## src/rtl/rx_port_map_pkg.sv

```systemverilog
package rx_port_map_pkg;
  // ----------------------------------------
  // register offsets
  // ----------------------------------------
  localparam logic [7:0] PORT_SELECT_ADDR = 8'h4C;
  localparam logic [7:0] BC_SELECT_A_ADDR = 8'h6E;
  localparam logic [7:0] BC_SELECT_B_ADDR = 8'h6F;
  localparam logic [7:0] TEN_RAW_TAG_ADDR = 8'h70;
  localparam logic [7:0] TWELVE_RAW_TAG_ADDR = 8'h71;
  localparam logic [7:0] VC_REMAP_ADDR = 8'h72;
  localparam logic [7:0] LINE_TOTAL_HI_ADDR = 8'h73;
  localparam logic [7:0] LINE_TOTAL_LO_ADDR = 8'h74;
  // ----------------------------------------
  // reset values and fields
  // ----------------------------------------
  localparam logic [7:0] BC_SELECT_RESET = 8'h88;
  localparam logic [5:0] TEN_RAW_DT_RESET = 6'h2B;
  localparam logic [5:0] TWELVE_RAW_DT_RESET = 6'h2C;
  localparam logic [7:0] VC_REMAP_RESET = 8'hE4;
  localparam int VC_MSB = 7;
  localparam int VC_LSB = 6;
  localparam int DT_MSB = 5;
  // ----------------------------------------
  // back-channel select codes
  // ----------------------------------------
  localparam logic [3:0] SRC_ZERO = 4'h8;
  localparam logic [3:0] SRC_ONE = 4'h9;
  localparam logic [3:0] SRC_FSYNC = 4'hA;
  // ----------------------------------------
  // input modes
  // ----------------------------------------
  typedef enum logic [1:0] {
    MODE_CSI = 2'h0,
    MODE_TWELVE_BIT_RAW_MODE_LF = 2'h1,
    MODE_TWELVE_BIT_RAW_MODE_HF = 2'h2,
    MODE_TEN_BIT_RAW_MODE = 2'h3
  } link_input_mode_t;
endpackage : rx_port_map_pkg

```

## src/rtl/rx_port_gpio_vc_map.sv

```systemverilog
`timescale 1ns/1ps
`default_nettype none
module rx_port_gpio_vc_map #(
  parameter int PORTS = 4,
  parameter int LINE_W = 16
) (
  input wire logic ref_clk,
  input wire logic rstn,
  input wire logic reg_wr,
  input wire logic reg_rd,
  input wire logic [7:0] reg_addr,
  input wire logic [7:0] reg_wdata,
  output logic [7:0] reg_rdata,
  input wire logic [PORTS*2-1:0] mode_strap,
  input wire logic [7:0] gpio_pin,
  input wire logic frame_sync_pulse,
  input wire logic [PORTS-1:0] line_total_change_irq_en,
  input wire logic [PORTS-1:0] frame_done,
  input wire logic [PORTS*LINE_W-1:0] frame_line_count,
  input wire logic [PORTS*2-1:0] pkt_vc_in,
  output logic [PORTS*4-1:0] backchannel_gpio,
  output logic [PORTS*2-1:0] pkt_vc_out,
  output logic [PORTS*6-1:0] pkt_dt_out
);
  // ----------------------------------------
  // pin synchronisers
  // ----------------------------------------
  logic [7:0] gpio_s1_q, gpio_s2_q;
  logic fs_s1_q, fs_s2_q;
  always_ff @(posedge ref_clk or negedge rstn) begin
    if (!rstn) begin
      gpio_s1_q <= 8'h00;
      gpio_s2_q <= 8'h00;
      fs_s1_q <= 1'b0;
      fs_s2_q <= 1'b0;
    end else begin
      gpio_s1_q <= gpio_pin;
      gpio_s2_q <= gpio_s1_q;
      fs_s1_q <= frame_sync_pulse;
      fs_s2_q <= fs_s1_q;
    end
  end

  // ----------------------------------------
  // strap capture after reset release
  // ----------------------------------------
  logic [PORTS*2-1:0] mode_q, mode_d;
  logic strap_done_q, strap_done_d;
  always_comb begin
    mode_d = mode_q;
    strap_done_d = 1'b1;
    if (!strap_done_q) begin
      mode_d = mode_strap;
    end
  end
  always_ff @(posedge ref_clk or negedge rstn) begin
    if (!rstn) begin
      mode_q <= '0;
      strap_done_q <= 1'b0;
    end else begin
      mode_q <= mode_d;
      strap_done_q <= strap_done_d;
    end
  end

  // ----------------------------------------
  // port select and write decode
  // ----------------------------------------
  logic [1:0] port_sel_q, port_sel_d;
  always_comb begin
    port_sel_d = port_sel_q;
    if (reg_wr && reg_addr == rx_port_map_pkg::PORT_SELECT_ADDR) begin
      port_sel_d = reg_wdata[1:0];
    end
  end
  always_ff @(posedge ref_clk or negedge rstn) begin
    if (!rstn) begin
      port_sel_q <= 2'h0;
    end else begin
      port_sel_q <= port_sel_d;
    end
  end

  function automatic logic hit(input logic [7:0] a, input logic [7:0] off);
    hit = (a == off);
  endfunction : hit

  logic [PORTS*8-1:0] sel_a_all, sel_b_all, ten_bit_raw_mode_all, twelve_bit_raw_mode_all, remap_all;
  // per-port copies reached through the selected port
  rx_port_bank #(.PORTS(PORTS), .RESET_VAL(rx_port_map_pkg::BC_SELECT_RESET), .ADD_PORT_VC(1'b0)) u_sel_a (
    .ref_clk(ref_clk), .rstn(rstn), .wr_port(port_sel_q), .wr_data(reg_wdata), .all_q(sel_a_all),
    .wr_en(reg_wr && hit(reg_addr, rx_port_map_pkg::BC_SELECT_A_ADDR)));
  rx_port_bank #(.PORTS(PORTS), .RESET_VAL(rx_port_map_pkg::BC_SELECT_RESET), .ADD_PORT_VC(1'b0)) u_sel_b (
    .ref_clk(ref_clk), .rstn(rstn), .wr_port(port_sel_q), .wr_data(reg_wdata), .all_q(sel_b_all),
    .wr_en(reg_wr && hit(reg_addr, rx_port_map_pkg::BC_SELECT_B_ADDR)));
  rx_port_bank #(.PORTS(PORTS), .RESET_VAL({2'b00, rx_port_map_pkg::TEN_RAW_DT_RESET}), .ADD_PORT_VC(1'b1)) u_ten_bit_raw_mode (
    .ref_clk(ref_clk), .rstn(rstn), .wr_port(port_sel_q), .wr_data(reg_wdata), .all_q(ten_bit_raw_mode_all),
    .wr_en(reg_wr && hit(reg_addr, rx_port_map_pkg::TEN_RAW_TAG_ADDR)));
  rx_port_bank #(.PORTS(PORTS), .RESET_VAL({2'b00, rx_port_map_pkg::TWELVE_RAW_DT_RESET}),
    .ADD_PORT_VC(1'b1)) u_twelve_bit_raw_mode (
    .ref_clk(ref_clk), .rstn(rstn), .wr_port(port_sel_q), .wr_data(reg_wdata), .all_q(twelve_bit_raw_mode_all),
    .wr_en(reg_wr && hit(reg_addr, rx_port_map_pkg::TWELVE_RAW_TAG_ADDR)));
  rx_port_bank #(.PORTS(PORTS), .RESET_VAL(rx_port_map_pkg::VC_REMAP_RESET), .ADD_PORT_VC(1'b0)) u_remap (
    .ref_clk(ref_clk), .rstn(rstn), .wr_port(port_sel_q), .wr_data(reg_wdata), .all_q(remap_all),
    .wr_en(reg_wr && hit(reg_addr, rx_port_map_pkg::VC_REMAP_ADDR)));

  // back-channel source decode
  function automatic logic bc_src(input logic [3:0] code, input logic [7:0] pins, input logic fs);
    if (!code[3]) begin
      bc_src = pins[code[2:0]];
    end else if (code == rx_port_map_pkg::SRC_ONE) begin
      bc_src = 1'b1;
    end else if (code == rx_port_map_pkg::SRC_FSYNC) begin
      bc_src = fs;
    end else begin
      bc_src = 1'b0;
    end
  endfunction : bc_src

  // ----------------------------------------
  // per-port datapath and line total
  // ----------------------------------------
  logic [PORTS*4-1:0] bc_q, bc_d;
  logic [PORTS*2-1:0] vc_q, vc_d;
  logic [PORTS*6-1:0] dt_q, dt_d;
  logic [PORTS*LINE_W-1:0] total_q, total_d;
  logic [PORTS-1:0] frozen_q, frozen_d;
  logic [7:0] lo_latch_q, lo_latch_d;
  logic rd_hi;
  assign rd_hi = reg_rd && hit(reg_addr, rx_port_map_pkg::LINE_TOTAL_HI_ADDR);

  for (genvar p = 0; p < PORTS; p++) begin : g_port
    logic [15:0] sel;
    logic [7:0] r10, r12, map;
    logic [1:0] vin;
    logic [3:0] bc_n;
    assign sel = {sel_b_all[p*8 +: 8], sel_a_all[p*8 +: 8]};
    assign bc_d[p*4 +: 4] = bc_n;
    assign r10 = ten_bit_raw_mode_all[p*8 +: 8];
    assign r12 = twelve_bit_raw_mode_all[p*8 +: 8];
    assign map = remap_all[p*8 +: 8];
    assign vin = pkt_vc_in[p*2 +: 2];
    always_comb begin
      for (int b = 0; b < 4; b++) begin
        bc_n[b] = bc_src(sel[b*4 +: 4], gpio_s2_q, fs_s2_q);
      end
      unique case (rx_port_map_pkg::link_input_mode_t'(mode_q[p*2 +: 2]))
        rx_port_map_pkg::MODE_TEN_BIT_RAW_MODE: begin
          vc_d[p*2 +: 2] = r10[rx_port_map_pkg::VC_MSB:rx_port_map_pkg::VC_LSB];
          dt_d[p*6 +: 6] = r10[rx_port_map_pkg::DT_MSB:0];
        end
        rx_port_map_pkg::MODE_TWELVE_BIT_RAW_MODE_LF, rx_port_map_pkg::MODE_TWELVE_BIT_RAW_MODE_HF: begin
          vc_d[p*2 +: 2] = r12[rx_port_map_pkg::VC_MSB:rx_port_map_pkg::VC_LSB];
          dt_d[p*6 +: 6] = r12[rx_port_map_pkg::DT_MSB:0];
        end
        rx_port_map_pkg::MODE_CSI: begin
          vc_d[p*2 +: 2] = map[vin*2 +: 2];
          dt_d[p*6 +: 6] = 6'h00;
        end
      endcase
    end
    // freeze while irq enabled until host reads the upper byte
    always_comb begin
      total_d[p*LINE_W +: LINE_W] = total_q[p*LINE_W +: LINE_W];
      frozen_d[p] = frozen_q[p];
      if (rd_hi && port_sel_q == 2'(p)) begin
        frozen_d[p] = 1'b0;
      end
      // a frame in the cycle of the releasing read is taken and freezes again
      if (frame_done[p] && (!(frozen_q[p] && line_total_change_irq_en[p]) || (rd_hi && port_sel_q == 2'(p)))) begin
        total_d[p*LINE_W +: LINE_W] = frame_line_count[p*LINE_W +: LINE_W];
        frozen_d[p] = line_total_change_irq_en[p];
      end
    end
  end

  always_ff @(posedge ref_clk or negedge rstn) begin
    if (!rstn) begin
      bc_q <= '0;
      vc_q <= '0;
      dt_q <= '0;
      total_q <= '0;
      frozen_q <= '0;
      lo_latch_q <= 8'h00;
    end else begin
      bc_q <= bc_d;
      vc_q <= vc_d;
      dt_q <= dt_d;
      total_q <= total_d;
      frozen_q <= frozen_d;
      lo_latch_q <= lo_latch_d;
    end
  end

  // ----------------------------------------
  // read mux
  // ----------------------------------------
  logic [7:0] rdata_q, rdata_d;
  logic [LINE_W-1:0] cur_total;
  assign cur_total = total_q[port_sel_q*LINE_W +: LINE_W];
  always_comb begin
    lo_latch_d = lo_latch_q;
    rdata_d = rdata_q;
    if (rd_hi) begin
      lo_latch_d = cur_total[7:0];
    end
    if (reg_rd) begin
      unique case (reg_addr)
        rx_port_map_pkg::PORT_SELECT_ADDR: rdata_d = {6'h00, port_sel_q};
        rx_port_map_pkg::BC_SELECT_A_ADDR: rdata_d = sel_a_all[port_sel_q*8 +: 8];
        rx_port_map_pkg::BC_SELECT_B_ADDR: rdata_d = sel_b_all[port_sel_q*8 +: 8];
        rx_port_map_pkg::TEN_RAW_TAG_ADDR: rdata_d = ten_bit_raw_mode_all[port_sel_q*8 +: 8];
        rx_port_map_pkg::TWELVE_RAW_TAG_ADDR: rdata_d = twelve_bit_raw_mode_all[port_sel_q*8 +: 8];
        rx_port_map_pkg::VC_REMAP_ADDR: rdata_d = remap_all[port_sel_q*8 +: 8];
        rx_port_map_pkg::LINE_TOTAL_HI_ADDR: rdata_d = cur_total[15:8];
        rx_port_map_pkg::LINE_TOTAL_LO_ADDR: rdata_d = lo_latch_q;
        default: rdata_d = 8'h00;
      endcase
    end
  end
  always_ff @(posedge ref_clk or negedge rstn) begin
    if (!rstn) begin
      rdata_q <= 8'h00;
    end else begin
      rdata_q <= rdata_d;
    end
  end

  assign reg_rdata = rdata_q;
  assign backchannel_gpio = bc_q;
  assign pkt_vc_out = vc_q;
  assign pkt_dt_out = dt_q;

  // ----------------------------------------
  // checks
  // ----------------------------------------
  a_bc_reset_zero: assert property (@(posedge ref_clk) disable iff (!rstn)
    (sel_a_all[3:0] == rx_port_map_pkg::SRC_ZERO) |=> (backchannel_gpio[0] == 1'b0))
    else $error("back-channel bit not zero for constant-zero code");
  a_bc_one_const: assert property (@(posedge ref_clk) disable iff (!rstn)
    (sel_a_all[3:0] == rx_port_map_pkg::SRC_ONE) |=> backchannel_gpio[0])
    else $error("back-channel bit not one for constant-one code");
  a_bc_pin_fwd: assert property (@(posedge ref_clk) disable iff (!rstn)
    (!sel_a_all[3]) |=> (backchannel_gpio[0] == $past(gpio_s2_q[sel_a_all[2:0]])))
    else $error("back-channel bit does not follow selected pin");
  a_ten_bit_raw_channel_tag: assert property (@(posedge ref_clk) disable iff (!rstn)
    (strap_done_q && mode_q[7:6] == 2'h3) |=> (pkt_vc_out[7:6] == $past(ten_bit_raw_mode_all[31:30])))
    else $error("ten-bit raw channel tag wrong");
  a_twelve_bit_raw_datatype_tag: assert property (@(posedge ref_clk) disable iff (!rstn)
    (strap_done_q && mode_q[3:2] == 2'h1) |=> (pkt_dt_out[11:6] == $past(twelve_bit_raw_mode_all[13:8])))
    else $error("twelve-bit raw data type wrong");
  a_csi_remap: assert property (@(posedge ref_clk) disable iff (!rstn)
    (strap_done_q && mode_q[1:0] == 2'h0 && remap_all[7:0] == 8'hE4) |=> (pkt_vc_out[1:0] == $past(pkt_vc_in[1:0])))
    else $error("identity remap altered channel");
  a_total_frozen: assert property (@(posedge ref_clk) disable iff (!rstn)
    (frozen_q[1] && line_total_change_irq_en[1] && !(rd_hi && port_sel_q == 2'h1)) |=>
    $stable(total_q[2*LINE_W-1:LINE_W]))
    else $error("frozen line total changed");
  a_lo_latched: assert property (@(posedge ref_clk) disable iff (!rstn)
    rd_hi |=> (lo_latch_q == $past(cur_total[7:0])))
    else $error("lower line byte not latched on upper read");
endmodule : rx_port_gpio_vc_map
`default_nettype wire

```

## src/rtl/rx_port_bank.sv

```systemverilog
`timescale 1ns/1ps
`default_nettype none
// per-port storage of one writable register, every copy driven straight out on all_q
module rx_port_bank #(
  parameter int PORTS = 4,
  parameter logic [7:0] RESET_VAL = 8'h00,
  parameter bit ADD_PORT_VC = 1'b0
) (
  input wire logic ref_clk,
  input wire logic rstn,
  input wire logic wr_en,
  input wire logic [1:0] wr_port,
  input wire logic [7:0] wr_data,
  output logic [PORTS*8-1:0] all_q
);
  logic [PORTS*8-1:0] mem_q, mem_d;
  // --------------------------------
  // write next value
  // --------------------------------
  always_comb begin
    mem_d = mem_q;
    if (wr_en) begin
      mem_d[wr_port*8 +: 8] = wr_data;
    end
  end
  // per-port reset, optionally carrying the port number as channel
  always_ff @(posedge ref_clk or negedge rstn) begin
    if (!rstn) begin
      for (int i = 0; i < PORTS; i++) begin
        mem_q[i*8 +: 8] <= ADD_PORT_VC ? (RESET_VAL | 8'(i << 6)) : RESET_VAL;
      end
    end else begin
      mem_q <= mem_d;
    end
  end
  assign all_q = mem_q;
endmodule : rx_port_bank
`default_nettype wire

```

## config.mk

```make
export PLATFORM = sky130hd
export DESIGN_NAME = rx_port_gpio_vc_map
export DESIGN_NICKNAME = d
export VERILOG_FILES = /design/src/rtl/rx_port_map_pkg.sv /design/src/rtl/rx_port_gpio_vc_map.sv /design/src/rtl/rx_port_bank.sv
export SDC_FILE = /design/constraint.sdc
export NUM_CORES = 1
export LEC_CHECK = 0
export ABC_AREA = 1
export BUFFER_PORTS_ARGS = -buffer_cell sky130_fd_sc_hd__buf_2
export CORE_MARGIN = 8
export CORE_UTILIZATION = 45
export CTS_CLUSTER_DIAMETER = 40
export DETAILED_ROUTE_END_ITERATION = 10
export GPL_ROUTABILITY_DRIVEN = 0
export SETUP_SLACK_MARGIN = 0.4
export SYNTH_ARGS = -nofsm -noshare
export SYNTH_HDL_FRONTEND = slang
export SYNTH_SLANG_ARGS = --single-unit
```

## constraint.sdc

```tcl
create_clock -name ref_clk -period 3.3 [get_ports ref_clk]
set_input_delay 0.165 -clock ref_clk [delete_from_list [all_inputs] [get_ports ref_clk]]
set_output_delay 0.165 -clock ref_clk [all_outputs]
set_load 0.005 [all_outputs]
```

==> results by group <==
Timing
  • Post-route clock period utilization: 0.778
  • Number of failing hold endpoints at the final stage: 0
  • Clock skew after layout: 0.0187 ns
  • Unrepaired setup endpoints after global routing: false
  • Minimum clock period: 2.57 ns
  • Final worst-path setup slack: 0.734 ns
  • Finish-stage setup viols: 0
  • Slew headroom: 0.265
  • Highest clock rate: 390 MHz
  • Number of pins exceeding their max-slew limit in the final report: 0
  • Total Negative Setup Slacks: 0 ns
  • Worst Max-Slew Pin Slew: 1.10 ns

Place
  • Half-perimeter wire length after detailed placement: 39700 um
  • Placed cells: around 2600
  • Port Buffers: 172
  • Post-placement worst setup slack: 0.774 ns

Synth
  • Number of cells produced by synthesis: roughly 2000
  • Seq/Total Area, Yosys: 0.504
  • Seq cells post-synth: approximately 320
  • Post-Syn Nets: 2143
  • Most area-consuming cells after synthesis: dfrtp_1, dfstp_2, nand2_1, o21ai_0, nand3_1
  • Number of library cell types mapped by synthesis: 36
  • Area share of the largest cell type after synthesis: 0.393
  • Post-Syn Area: roughly 16000 um^2
  • Total of warnings raised by yosys: 0
  • Cell accounting for the most synthesized area: dfrtp_1
  • Mean instance size in the synthesized netlist: about 8.0 um^2

Setup path
  • Crit path arrival time: 3.04 ns
  • Cell family contributing the most delay on the critical path: buffers and inverters
  • Max stage delay cell, worst path: buf_4
  • Startpoint of the worst setup timing path: port_sel_q[0]$_DFFE_PN0P_
  • CP max FO: 77
  • Delay of the slowest cell on the worst path: 0.64 ns
  • Worst setup path class: register to register
  • Worst reg-to-reg setup slack: 0.73 ns
  • Count of buffering cells on the critical path with inverters included: 2
  • Reg-to-reg critical path endpoint: u_remap.all_q[12]$_DFFE_PN0P_
  • Worst-path cell chain: buf_4, ha_1, inv_1, nor2_1, mux2_2
  • Critical register-to-register path startpoint: port_sel_q[0]$_DFFE_PN0P_
  • Category of the worst setup path capture point: register
  • Cell count of the worst reg-to-reg path: 5
  • Startpoint types: register
  • Worst path required time: 3.77 ns

GRT
  • Antenna violations before repair: 1
  • Number of global-route vias before repair: ~15000
  • Largest net degree at the start of global routing: between 100 and 150
  • Total global routing overflow: 0
  • Wire length of the first global-routing pass: slightly below 90000 um
  • Global-route usage over all layers: 0.269

Detailed routing
  • Number of nets with antenna violations after detailed routing: 0
  • First-pass DRT Iterations: 6
  • DRT iter0 DRCs: 1408
  • Via count: about 16000
  • DRT Wirelength: 56500 um
  • Detail-routed net length per standard cell: 20.4 um
  • DRC violations left: 0
  • Via density: 5.61

Power
  • Static leakage power: 9.68 nW
  • Worst IR Drop VDD: approximately 0.00039 V
  • Total design power: 11.0 mW
  • Total power per unit cell area: about 540 nW/um^2

Clock tree
  • Resized cells post-CTS: 0
  • Root cell of the clock tree: clkbuf_16
  • Max Buffers Root-to-Sink: 3
  • Hold_buf cts: 112
  • Worst skew pair latency: 0.59 ns
  • Inserted Clock Buffers: 50
  • Max H-tree Level: 2
  • CTS tree: built
  • Number of post-CTS setup repair buffers: 0
  • Clock transition at the registers of the reported paths: roughly 0.050 ns
  • Number of sinks handled by clock tree synthesis: 321

Final layout
  • Share of the core filled with cells in the final layout: 0.572
  • Non-Filler Instances: 2769
  • Relative area change from synthesis to final layout: 25.8%
  • Nets@finish: 2397
  • Share of post-route cells with drive strength above 1: 0.187
  • Count of fill cells added during filler insertion: between 3000 and 4000

Floorplan
  • Height of the die: slightly above 200 um
  • Standard cell core area: 35400 um^2
  • Row count: 69
  • Width of the die: 205 um
  • Die area: 42100 um^2
  • Count of pins on the block boundary: 173
  • Effective utilization at floorplan: 0.455

Status
  • Result of the run: completed

Worst hold path
  • Number of stages on the worst hold path: 5
  • Hold_sp: pkt_vc_in[0]
  • Path category of the worst min-delay check: primary input to register
  • Hold endpoint: pkt_vc_out[1]$_DFF_PN0_

Flow run
  • Max-cap check violation count: 0
## state kept, by name, summed over array words and instances, names as in the netlist, 16 cells and up
name                         flops
u_remap.all_q                   32
u_sel_b.all_q                   32
backchannel_gpio                16
u_sel_a.all_q                   32
pkt_dt_out                      24
total_q                         64
u_ten_bit_raw_mode.all_q        32
u_twelve_bit_raw_mode.all_q     32
## power by group
part / switching, mW / internal [mW]
Sequential: 0.143 / 4.19
Combinational: 0.683 / 0.424
Clock: 2.02 / 3.53
## synth_stat cells
library cell,n
a211oi_1,8
nand2_4,7
nand2_1,454
conb_1,1
inv_1,192
buf_6,3
buf_1,3
o211ai_1,26
nand3_1,195
o21ai_0,289
o221ai_1,7
mux2_2,29
buf_2,28
a21boi_2,3
clkbuf_1,82
a22oi_1,2
nand4_2,1
a211o_1,1
o21ai_1,12
dfrtp_1,253
nor3_4,1
a21oi_1,108
dfstp_2,68
nor2_2,13
a21boi_1,1
nor2_1,130
buf_4,5
clkinv_1,1
inv_2,6
nand4_1,15
nor2_4,1
o22ai_1,46
nand2_2,3
or2_2,1
ha_1,12
nor3_1,7
## worst max-delay path by stage
stage | endpoint | depth (start not counted) | slack (ns)
2_1_floorplan | u_remap.all_q[6]$_DFFE_PN1P_ | 12 | 0.72
3_3_place_gp | total_q[20]$_DFFE_PN0P_ | 12 | 0.82
3_5_place_dp | u_remap.all_q[12]$_DFFE_PN0P_ | 5 | 0.77
4_1_cts | u_remap.all_q[12]$_DFFE_PN0P_ | 5 | 0.77
5_1_grt | u_ten_bit_raw_mode.all_q[6]$_DFFE_PN0P_ | 9 | 0.54
6_report | u_remap.all_q[12]$_DFFE_PN0P_ | 5 | 0.73
## per-layer routing
| metal | global-route usage | vias to the layer above | part of all wire |
|---|---|---|---|
| met3 | 0.0600 | 156 | 0.085 |
| met4 | 0.117 | 2 | 0.042 |
| li1 | - | 7208 | - |
| met1 | 0.356 | 7454 | 0.42 |
| met5 | 0 | - | 0.00023 |
| met2 | 0.419 | 711 | 0.45 |
## final cells by class
class | count | area [um^2] | area share
Tap cell | 461 | 577 | 0.0285
Timing Repair Buffer | 323 | 2330 | 0.115
Multi-Input combinational cell | 1373 | 6720 | 0.332
Inverter | 199 | 747 | 0.0369
Antenna cell | 1 | 2.50 | 0.000123
Sequential cell | 321 | 8120 | 0.401
Clock inverter | 26 | 347 | 0.0171
Clock buffer | 65 | 1420 | 0.0700
## per-stage QoR
step                      hold slack [ns]  cell area [um^2]
after floorplan                    -0.131             16100
after global placement              0.275             17400
after detailed placement            0.274             17400
after CTS                         0.00242             20300
after global routing               0.0401             20300
final                              0.0384             20300
## cells by family after synthesis
| kind of cell | after synthesis | share of synthesized area |
|---|---|---|
| compound gates | 503 | 0.169 |
| other cells | 1 | 0.000233 |
| simple gates | 828 | 0.219 |
| buf+inv | 320 | 0.0793 |
| mux | 29 | 0.0203 |
| flops | 321 | 0.504 |
| fa+ha+maj | 12 | 0.00932 |
## layout by cell type, fill, tap and decap left out, types with 8 or more instances in the layout
| cell type | count |
|---|---|
| nand4_1 | 15 |
| nor2_2 | 13 |
| clkbuf_8 | 9 |
| dfstp_2 | 68 |
| a211oi_1 | 8 |
| o22ai_1 | 46 |
| o21ai_1 | 12 |
| buf_2 | 171 |
| nor2_1 | 130 |
| dfrtp_1 | 252 |
| ha_1 | 12 |
| clkbuf_16 | 51 |
| mux2_2 | 29 |
| buf_4 | 35 |
| nand3_1 | 195 |
| o211ai_1 | 26 |
| dlygate4sd3_1 | 112 |
| inv_1 | 192 |
| o21ai_0 | 289 |
| a21oi_1 | 108 |
| nand2_1 | 454 |
## worst min-delay path, delay by kind of cell
family | cells | cell delay, ns
AO/OA/AOI/OAI | 2 | 0.19
buffers and inverters | 1 | 0.12
AND/OR/NAND/NOR | 2 | 0.11
Note: power is estimated with default switching activity, not from simulation.
